--- src/pkg/dram_seq_consts.vh ---
// constants for the dram access sequencer
`ifndef DRAM_SEQ_CONSTS_VH
`define DRAM_SEQ_CONSTS_VH
// column-width select codes
`define COLW_8          2'h0
`define COLW_9          2'h1
`define COLW_10         2'h2
`define COLW_BAD        2'h3
// row shift amounts per column width
`define SHIFT_8         4'h8
`define SHIFT_9         4'h9
`define SHIFT_10        4'hA
// position of the bit kept off the low pins in row phase in 1-megabyte mode
`define MB1_BIT         5'h14
// dram-area field codes
`define AREA_NONE       3'h0
// sequencer state codes
`define ST_IDLE         3'h0
`define ST_PRE          3'h1
`define ST_ROW          3'h2
`define ST_ROWW         3'h3
`define ST_COL1         3'h4
`define ST_COLW         3'h5
`define ST_COL2         3'h6
`define ST_GAP          3'h7
// wait counts
`define WAIT_MAX        2'h3
`endif

--- src/verilog/addr_mux.v ---
// row/column address multiplexer
`timescale 1ns/1ns
`include "dram_seq_consts.vh"
module addr_mux #(
  parameter AW = 24
) (
  input  wire [AW-1:0] addr,
  input  wire [1:0]    colwidth_sel,
  input  wire          mode_1mb,
  input  wire          row_phase,
  output reg  [AW-1:0] pins
);
  reg [AW-1:0] shifted;
  reg [3:0]    sh;
  integer      i;
  always @* begin
    shifted = {AW{1'b0}};
    pins    = addr;
    case (colwidth_sel)
      `COLW_8:  sh = `SHIFT_8;
      `COLW_9:  sh = `SHIFT_9;
      `COLW_10: sh = `SHIFT_10;
      default:  sh = 4'h0;
    endcase
    if (row_phase && sh != 4'h0) begin
      shifted = addr >> sh;
      for (i = 0; i < 13; i = i + 1) begin
        // only pins below the top of the shifted range carry row bits
        if (i + sh < 21)
          pins[i] = shifted[i];
      end
      for (i = 0; i < 13; i = i + 1) begin
        if ((i + sh == `MB1_BIT) && mode_1mb)
          pins[i] = addr[i];
      end
    end
  end
endmodule

--- src/verilog/dram_access_sequencer.v ---
// dram access sequencer: strobes, address mux and state sequence
// Function
// column-width field selects 8, 9 or 10 column bits; 11 illegal
// row phase shifts address down by column width onto low pins
// in 1-megabyte mode bit 20 never reaches a low pin in row phase
// column phase presents unshifted address on every pin
// area bus-width bit 1 means 8-bit space, 0 means 16-bit
// 8-bit space enables upper byte lane only; 16-bit enables both
// strobe-pin select 0 uses port B pins, 1 uses write strobe pins
// row strobe of areas 2 to 5 drives area chip-select pin
// write enable on read strobe pin, high throughout reads
// refresh indicator low during refresh cycles, high otherwise; first precharge state uses the previous access's flag
// basic access: precharge, row, then two column states
// three-state bit only enables column waits; 0 inserts none
// write-strobe column strobes: idle state before non-dram access
// one precharge state, two when precharge-count bit is set
// precharge-count bit also gives refresh two precharge states
// software picks precharge count to suit dram and clock
// row-wait bit inserts one row-wait state before first column
// three-state bit 1 inserts 0 to 3 column waits per area
// refresh ignores row-wait, three-state and wait-count settings
// external wait-request pin ignored in dram cycles
// three-bit area field designates dram areas and row strobe pins
// 8-bit dram space drives only the upper column strobe
// column waits hold address and strobes at first-column values
`timescale 1ns/1ns
`include "dram_seq_consts.vh"
module dram_access_sequencer #(
  parameter AW = 24
) (
  input  wire          clock,
  input  wire          rst,
  input  wire          req,
  input  wire          req_write,
  input  wire          req_refresh,
  input  wire [1:0]    req_area,
  input  wire [AW-1:0] req_addr,
  input  wire          next_is_ext,
  input  wire          wait_req_n,
  input  wire [1:0]    colwidth_sel,
  input  wire          mode_1mb,
  input  wire [2:0]    dram_area_field,
  input  wire [3:0]    area_buswidth_ctrl,
  input  wire [3:0]    area_state_ctrl,
  input  wire [7:0]    wait_count,
  input  wire          colstrobe_pin_sel,
  input  wire          precharge_count_bit,
  input  wire          row_wait_bit,
  output reg           busy_q,
  output reg           done_q,
  output reg  [AW-1:0] addr_pins_q,
  output reg  [3:0]    cs_n_q,
  output reg           portb_pin4_q,
  output reg           portb_pin5_q,
  output reg           high_write_strobe_q,
  output reg           low_write_strobe_q,
  output reg           read_strobe_q,
  output reg           refresh_indicator_q,
  output reg  [1:0]    byte_lane_en_q
);
  // ------------------------------------------------------------
  // area decode
  // ------------------------------------------------------------
  // returns row strobe pin index (0..3 = cs2..cs5) for an area
  function [2:0] ras_pin;
    input [2:0] fld;
    input [1:0] area;
    begin
      ras_pin = 3'h4; // 4 means normal space
      case (fld)
        3'h1: if (area == 2'h0) ras_pin = 3'h0;
        3'h2: if (area <= 2'h1) ras_pin = {1'b0, area};
        3'h3: if (area <= 2'h1) ras_pin = 3'h0;
        3'h4: if (area <= 2'h2) ras_pin = {1'b0, area};
        3'h5: ras_pin = {1'b0, area};
        3'h6: ras_pin = (area >= 2'h2) ? 3'h2 : 3'h0;
        3'h7: ras_pin = 3'h0;
        default: ras_pin = 3'h4;
      endcase
    end
  endfunction

  reg  [2:0]    state_q, state_d;
  reg  [1:0]    cnt_q, cnt_d;
  reg           wr_q, rf_q, b8_q;
  reg  [1:0]    area_q;
  reg  [2:0]    pin_q;
  reg  [AW-1:0] addr_q;
  wire [AW-1:0] mux_pins;
  wire [2:0]    req_pin = ras_pin(dram_area_field, req_area);
  // pins are registered from next state, so the phase follows state_d
  wire          row_ph = (state_d == `ST_PRE) || (state_d == `ST_ROW) ||
                         (state_d == `ST_ROWW);
  // the wait-request pin is not looked at anywhere here
  wire          unused_wait = wait_req_n;
  wire [1:0]    area_wait = wait_count[area_q*2 +: 2];

  addr_mux #(.AW(AW)) u_mux (
    .addr         (addr_q),
    .colwidth_sel (colwidth_sel),
    .mode_1mb     (mode_1mb),
    .row_phase    (row_ph),
    .pins         (mux_pins)
  );

  // ------------------------------------------------------------
  // state sequence
  // ------------------------------------------------------------
  always @* begin
    state_d = state_q;
    cnt_d   = cnt_q;
    case (state_q)
      `ST_IDLE: begin
        if (req && (req_refresh || req_pin != 3'h4)) begin
          state_d = `ST_PRE;
          cnt_d   = precharge_count_bit ? 2'h1 : 2'h0;
        end
      end
      `ST_PRE: begin
        if (cnt_q != 2'h0)
          cnt_d = cnt_q - 2'h1;
        else
          state_d = `ST_ROW;
      end
      `ST_ROW: begin
        // refresh skips row wait
        if (row_wait_bit && !rf_q)
          state_d = `ST_ROWW;
        else
          state_d = `ST_COL1;
      end
      `ST_ROWW: state_d = `ST_COL1;
      `ST_COL1: begin
        if (!rf_q && area_state_ctrl[area_q] && area_wait != 2'h0) begin
          state_d = `ST_COLW;
          cnt_d   = area_wait - 2'h1;
        end else
          state_d = `ST_COL2;
      end
      `ST_COLW: begin
        if (cnt_q != 2'h0)
          cnt_d = cnt_q - 2'h1;
        else
          state_d = `ST_COL2;
      end
      `ST_COL2: begin
        if (colstrobe_pin_sel && next_is_ext)
          state_d = `ST_GAP;
        else
          state_d = `ST_IDLE;
      end
      `ST_GAP: state_d = `ST_IDLE;
      default: state_d = `ST_IDLE;
    endcase
  end

  // ------------------------------------------------------------
  // registers and pins
  // ------------------------------------------------------------
  wire in_col = (state_q == `ST_COL1) || (state_q == `ST_COLW) ||
                (state_q == `ST_COL2);
  wire n_col  = (state_d == `ST_COL1) || (state_d == `ST_COLW) ||
                (state_d == `ST_COL2);
  wire n_ras  = (state_d == `ST_ROW) || (state_d == `ST_ROWW) || n_col;
  // cas-before-ras: in refresh the column strobes assert in the same cycle as the row strobes
  wire n_cas  = rf_q ? n_ras : n_col;
  wire upper_col_strobe_n = !n_cas;
  wire lower_col_strobe_n = !(n_cas && !b8_q);
  integer k;

  always @(posedge clock or posedge rst) begin
    if (rst) begin
      state_q             <= `ST_IDLE;
      cnt_q               <= 2'h0;
      wr_q                <= 1'b0;
      rf_q                <= 1'b0;
      b8_q                <= 1'b0;
      area_q              <= 2'h0;
      pin_q               <= 3'h4;
      addr_q              <= {AW{1'b0}};
      busy_q              <= 1'b0;
      done_q              <= 1'b0;
      addr_pins_q         <= {AW{1'b0}};
      cs_n_q              <= 4'hF;
      portb_pin4_q        <= 1'b1;
      portb_pin5_q        <= 1'b1;
      high_write_strobe_q <= 1'b1;
      low_write_strobe_q  <= 1'b1;
      read_strobe_q       <= 1'b1;
      refresh_indicator_q <= 1'b1;
      byte_lane_en_q      <= 2'h0;
    end else begin
      state_q <= state_d;
      cnt_q   <= cnt_d;
      if (state_q == `ST_IDLE && state_d == `ST_PRE) begin
        wr_q   <= req_write && !req_refresh;
        rf_q   <= req_refresh;
        area_q <= req_area;
        b8_q   <= area_buswidth_ctrl[req_area];
        pin_q  <= req_refresh ? 3'h4 : req_pin;
        addr_q <= req_addr;
      end
      busy_q <= (state_d != `ST_IDLE);
      done_q <= (state_q == `ST_COL2);
      // address frozen through column waits
      if (state_d != `ST_COLW)
        addr_pins_q <= mux_pins;
      for (k = 0; k < 4; k = k + 1) begin
        // refresh strobes every dram row strobe pin
        if (rf_q)
          cs_n_q[k] <= !n_ras;
        else
          cs_n_q[k] <= !(n_ras && pin_q == k);
      end
      if (colstrobe_pin_sel) begin
        portb_pin4_q        <= 1'b1;
        portb_pin5_q        <= 1'b1;
        high_write_strobe_q <= upper_col_strobe_n;
        low_write_strobe_q  <= lower_col_strobe_n;
      end else begin
        portb_pin4_q        <= upper_col_strobe_n;
        portb_pin5_q        <= lower_col_strobe_n;
        high_write_strobe_q <= 1'b1;
        low_write_strobe_q  <= 1'b1;
      end
      read_strobe_q <= !(wr_q && n_ras && state_d != `ST_GAP);
      refresh_indicator_q <= !(rf_q && state_d != `ST_IDLE &&
                               state_d != `ST_GAP);
      if (n_col && !rf_q)
        byte_lane_en_q <= b8_q ? 2'h2 : 2'h3;
      else
        byte_lane_en_q <= 2'h0;
    end
  end
endmodule

--- config.mk ---
export PLATFORM = sky130hd
export DESIGN_NAME = dram_access_sequencer
export DESIGN_NICKNAME = d
export VERILOG_FILES = /design/src/verilog/addr_mux.v /design/src/verilog/dram_access_sequencer.v
export VERILOG_INCLUDE_DIRS = /design/src /design/src/pkg
export SDC_FILE = /design/constraint.sdc
export NUM_CORES = 1
export LEC_CHECK = 0
export CAP_MARGIN = 20
export CORE_MARGIN = 2
export CORE_UTILIZATION = 35
export CTS_CLUSTER_DIAMETER = 50
export DETAILED_ROUTE_END_ITERATION = 8
export DONT_BUFFER_PORTS = 1
export GPL_TIMING_DRIVEN = 0
export SETUP_SLACK_MARGIN = 0.02
export SYNTH_ARGS = -nofsm -noshare
export SYNTH_HDL_FRONTEND = slang
export SYNTH_SLANG_ARGS = --single-unit
--- constraint.sdc ---
create_clock -name clock -period 2.4 [get_ports clock]
set_clock_uncertainty 0.2 [all_clocks]
set_input_delay 0.24 -clock clock [delete_from_list [all_inputs] [get_ports clock]]
set_output_delay 0.24 -clock clock [all_outputs]
set_load 0.02 [all_outputs]
### Word-level counts from Yosys, hierarchy flattened

Cells that the tools add are included.

| storage, ports and cells | value |
|---|---|
| logic and storage cells | 217 |
| output and inout bits | 38 |
| bits of input ports | 58 |
| bits in registers | 75 |

| cells by class | value |
|---|---|
| reductions and logical operators | 60 |
| $lt $le $gt $ge | 18 |
| equality and inequality tests | 43 |
| shifts and indexed selects | 2 |
| muxes and demuxes | 61 |
| add/subtract/negate cells | 14 |

Operators with widths:

| cell | number |
|---|---|
| $eq A32 B5 Y1 const B | 12 |
| $lt A32 B5 Y1 const B | 12 |
| $mux W1 | 38 |
| $eq A3 B3 Y1 const B | 11 |
| $logic_and A1 B1 Y1 | 30 |
| $mux W3 | 10 |
| $add A4 B4 Y5 const A | 5 |
| $eq A3 B2 Y1 const B | 8 |
| $pmux W3 S8 | 1 |
| $shr A24 B4 Y13 | 1 |
| $pmux W3 S7 | 1 |
| $add A3 B4 Y5 const A | 4 |
| $mux W13 | 1 |
| $eq A3 B1 Y1 const B | 4 |
| $logic_not A1 Y1 | 12 |
| $mux W2 | 6 |
| $pmux W4 S3 | 1 |
| $add A2 B4 Y5 const A | 2 |
| $ne A3 B3 Y1 const B | 3 |
| $shiftx A8 B4 Y2 | 1 |
| $logic_or A1 B1 Y1 | 7 |
| $logic_not A3 Y1 | 2 |
| $lt A2 B3 Y1 const B | 2 |
| $pmux W2 S3 | 1 |
| 17 further kinds | 23 |

### Longest topological paths before layout

| logic depth | value |
|---|---|
| depth in word-level cells | 16 |
| depth in mapped cells | 9 |
| depth with buffers taken out | 7 |

### Modules after synthesis

A second synthesis with hierarchy kept.

| unflattened totals | value |
|---|---|
| cell total of the unflattened synthesis | 348 |
| area total of the unflattened synthesis | 4362.9 um2 |

By module, submodules not included:

| module | area an instance (um2) | instances | cells each |
|---|---|---|---|
| dram_access_sequencer | 3364.5 | 1 | 235 |
| addr_mux | 998.5 | 1 | 113 |

### Worst setup path before layout

No wires, ideal clock.

| timing | value |
|---|---|
| path kind | register -> register |
| from | register area_q[0] |
| to | register cnt_q[0] |
| setup time | 127 ps |
| arrival time | 1925 ps |
| setup slack | 147 ps |
| clock period less this slack | 2253 ps |
| buffers on the path | 0 |
| required time | 2073 ps |
| cell stages (with the launch flop) | 7 |
| cell sequence | dfrtp_1 > mux4_2 > o211a_1 > nor4_1 > nor4_2 > nand2_1 > mux2_1 |

| on the way | value |
|---|---|
| longest elaborated chain between the ends | 6 |
| elaborated cells on any way between the ends | 11 |
| classes of those cells | add/sub: 1; eq/ne: 1; shift: 1; mux: 4; reduce/logical: 4 |

RTL lines:

| item | line | text |
|---|---|---|
| start: declaration | dram_access_sequencer.v:86 | `reg [1:0] area_q;` |
| start signal: assignment | dram_access_sequencer.v:198 | `area_q <= req_area;` |
| parallel branches: the longest is 6 deep, another holds $sub A2 B1 Y2 | n/a |  |
| end signal: assignment | dram_access_sequencer.v:194 | `cnt_q <= cnt_d;` |
| end: declaration | dram_access_sequencer.v:84 | `reg [1:0] cnt_q, cnt_d;` |

Several ways; the timed one is not identified. The select of a mux whose other input is x is not followed.
A chain may end at the register's enable or synchronous reset.

### Worst setup path after layout

| timing | value |
|---|---|
| from | register area_q[0] |
| to | register addr_pins_q[6] |

| on the way | value |
|---|---|
| longest elaborated chain between the ends | 11 |
| elaborated cells on any way between the ends | 16 |
| classes of those cells | eq/ne: 4; shift: 1; mux: 5; reduce/logical: 6 |

RTL lines:

| item | line | text |
|---|---|---|
| parallel branches: the longest is 3 deep, another holds $shiftx A8 B4 Y2 | n/a |  |
| $logic_and A1 B1 Y1 (*) | dram_access_sequencer.v:134 | `if (!rf_q && area_state_ctrl[area_q] && area_wait != 2'h0) begin` |
| $mux W2 (*) | dram_access_sequencer.v:134 |  |
| $pmux W3 S8 (*) | dram_access_sequencer.v:112 | `case (state_q)` |
| $eq A3 B1 Y1 (no source line) or $eq A3 B2 Y1 (tied branches) | n/a |  |
| $logic_or A1 B1 Y1 (2 in a row) | dram_access_sequencer.v:92 | `` wire row_ph = (state_d == `ST_PRE) \|\| (state_d == `ST_ROW) \|\| `` |
| $logic_and A1 B1 Y1 | addr_mux.v:25 | `if (row_phase && sh != 4'h0) begin` |
| $mux W13 | addr_mux.v:25 |  |
| end signal: assignment | dram_access_sequencer.v:183 | `addr_pins_q <= {AW{1'b0}};` |
| end signal: assignment | dram_access_sequencer.v:207 | `addr_pins_q <= mux_pins;` |
| end: declaration | dram_access_sequencer.v:51 | `output reg [AW-1:0] addr_pins_q,` |

Mark *: on every way between the ends. The select of a mux whose other input is x is not followed.

==> flow_summary_export.csv <==
group,metric,value,unit
min_path,holdCritPathClass,"input port to flip-flop",
synth,async_flop_share,100,%
global_routing,grt_use_total,16.8,%
timing,finalCritPeriodShare,97.5,%
route,wl_met2,4430,um
route,first_pass_iters,5,
timing,setup_viol,0,
timing,slew_headroom,61.4,%
synth,syn_nets,416,
power_and_ir_drop,comb_power_share,38.2,%
global_routing,grt_pass1_wl,15100,um
place,dp_hpwl,6650,um
power_and_ir_drop,switchingPower,2470,uW
worst_setup_path,path_cells,"mux4_2 > o211a_4 > mux2_4 > nand2b_4 > buf_4 > clkbuf_16 > nor2_1 > a21oi_1",
timing,fin_tns_setup,0,ns
worst_setup_path,worstSetupPathType,"flip-flop to flip-flop",
place,gp_congestion,0.899,
worst_setup_path,crit_slowest_cell,"mux4_2",
clocking,cts_inserted_buffers,9,
route,vias,2828,
route,totalWireLength,9400,um
route,drc,0,
synth,synth_top_cells_by_area,"dfrtp_1 43%, mux2_2 9.0%, dfstp_2 7.7%",
worst_setup_path,critical_path_arrival,2.41,ns
clocking,cts_max_path_buffers,2,
global_routing,grt.overflow.total,0,
timing,fin_crit,2.34,ns
worst_setup_path,endpoint_kind,"flip-flop",
synth,syn_area,0.00375,sq mm
synth,synth_edf_count,0,
power_and_ir_drop,seqPwrFrac,46.2,%
cells_and_area,final_area,0.00470,sq mm
clocking,cts_sinks,75,
route,avgRoutedWirePerCell,17.0,um
route,vias_per_cell,5.11,
clocking,path_clk_slew,0.08,ns
cells_and_area,drive_above_1_share,23.3,%
clocking,htree_levels,3,
power_and_ir_drop,p_leak,0.00203,uW
die,coreArea,0.0104,sq mm
cells_and_area,fin_nets,477,
global_routing,grt_antenna_before_repair,2,
place,portBuffers,0,
global_routing,grt_max_degree,44,
die,num_rows,37,
worst_setup_path,path_max_fanout,5,
worst_setup_path,startpoint_type,"flip-flop",
cells_and_area,area_growth,25.3,%
synth,ys_seq_elements,75,
synth,syn_avg_cell_area,10.7,sq um
clocking,cts_tree,"built",
route,first_iter_violations,118,
die,die_w,108,um
power_and_ir_drop,report.power.total,6100,uW
synth,ys_seq_area_share,50.4,%
cells_and_area,multiInputGateArea,0.00178,sq mm
clocking,cts-root-buf,"clkbuf_8",
route,top_layer,"met5",
status,run_status,"completed",
route,wl_met3,522,um
die,io_pins,96,
route,wl_met1,4310,um
place,dpl_cell_area,0.00395,sq mm
route,ant_nets,0,
power_and_ir_drop,p_per_area,1300,mW/mm^2
worst_setup_path,max_stage_delay,0.54,ns
timing,rsz0062_at_grt,"yes",
die,initial_utilization,36.2,%
clocking,clock_latency,0.34,ns
power_and_ir_drop,swShare,40.5,%
flow_run,max_cap_viol_count,0,
timing,report.final.slew_viol_count,0,
die,die_h,108,um
synth,yosys.area.top_type,"dfrtp_1",
place,place_inst,488,
timing,setup_slack,0.0605,ns
timing,tightest_slew,0.580,ns
synth,netlist_instances,351,
power_and_ir_drop,p_clk_share,15.7,%
timing,hold_viol,0,
power_and_ir_drop,power.internal,3630,uW
worst_setup_path,worstPathRequired,2.47,ns
synth,ys_warn_count,0,
cells_and_area,fillers,1007,
place,place_ws,-0.0954,ns
timing,fmax,427,MHz
global_routing,grt_pass1_vias,2912,
cells_and_area,instances_no_fill,553,
synth,netlist.area_leader.share,42.7,%
synth,ys.flop_type,"dfrtp_1",
cells_and_area,seqCellArea,0.00189,sq mm
worst_setup_path,rr_worst_depth,8,
min_path,holdPathStages,3,
die,dieArea,0.0116,sq mm
synth,synth_cell_types,47,
power_and_ir_drop,ir_drop,0.000504,V
[placed cells by master (no fill, tap or decap), drive strengths merged, types with 7 or more instances in the layout]
cell type    Yosys  final
clkbuf           9     19
dfstp           11     11
a21oi           11     11
mux4             8      8
o21ai           18     18
nand2           63     63
mux2i           13     13
buf              9     21
mux2            32     32
inv              8      8
nor2            26     26
ha               7      7
a31oi           10     10
dlygate4sd3      0     39
nand2b           9      9
dfrtp           64     64
[layer usage]
metal / track usage (%) / vias to the layer above
li1: - / 1358
met1: 23.0 / 1387
met2: 25.7 / 70
met3: 4.66 / 11
met4: 5.59 / 2
met5: 0 / -
[cell type report]
cell class              instances  share of cell area [%]
diodes                          1                  0.0533
clock buffers                  11                    3.01
clock inverters                 4                    1.09
inverters                       8                   0.692
well taps                     136                    3.62
flip-flops and latches         75                    40.3
plain buffers                  17                    2.32
repair buffers                 51                    11.0
multi-input cells             250                    38.0
[logic make-up after synthesis]
family / after synthesis / share of synthesized area (%)
xor+xnor: 1 / 0.234
buf+inv: 26 / 3.24
flops: 75 / 50.4
mux: 53 / 17.9
compound gates: 54 / 9.04
fa+ha+maj: 7 / 2.33
simple gates: 135 / 16.9
[registers in the layout, summed over array words and instances, names as in the netlist, 2 cells and up]
name            cells
addr_pins_q        24
addr_q             24
cs_n_q              4
pin_q               3
state_q             3
area_q              2
byte_lane_en_q      2
cnt_q               2
[repair_timing]
action	CTS	global route
setup buffers	4	4
pin swaps	2	3
hold buffers	39	0
hold endpoints to repair	103	0
gates cloned	0	3
endpoints found under the setup margin	45	27
resized for setup	7	17
[metrics by stage]
stage	utilization (%)	hold WS, ns
4_1_cts	44.3	0.0198
5_1_grt	45.3	0.0458
6_report	45.3	0.0305
2_1_floorplan	-	0.0793
3_5_place_dp	38.1	-0.0532
3_3_place_gp	37.8	0.0861
[synthesized netlist by cell type (3+ instances only)]
master    number
nor3b_1        4
a211oi_1       3
nor3_1         4
nand3_1        6
dfrtp_1       64
or3_1          4
mux2_2        30
nand2b_1       9
a31oi_1       10
nand4_1        3
mux4_2         8
o21ai_0       18
buf_2          4
nor2b_1        4
dfstp_2       11
inv_1          8
mux2i_1       13
ha_1           7
a21oi_1       11
nor2_1        26
clkbuf_1       9
nand2_1       63
[power by group through the flow]
stage	Sequential (uW)	Combinational [uW]	Clock, uW
after floorplan	2640	1640	0
after global placement	2810	1970	0
after detailed placement	2830	2030	0
after CTS	2810	2170	987
after global routing	2920	2610	1040
final	2820	2330	955
[path summary, 6_finish.rpt]
check	startpoint	end	slack [ns]
setup / recovery	area_q[0]	addr_pins_q[6]	0.06
hold / removal	precharge_count_bit	cnt_q[0]	0.03
setup reg to reg	area_q[0]	addr_pins_q[6]	0.06
hold reg to reg	wr_q	read_strobe_q	0.21
max in group asynchronous	rst	pin_q[2]	1.19
min in group asynchronous	rst	addr_q[1]	0.18
[worst max-delay path, delay by kind of cell (launching register included)]
family / cells / cell delay [ns]
flip-flops: 1 / 0.41
AND/OR/NAND/NOR: 2 / 0.12
buffers and inverters: 2 / 0.30
multiplexers: 2 / 0.84
AO/OA/AOI/OAI: 2 / 0.39
No activity file was read; power rests on OpenSTA's default activity.
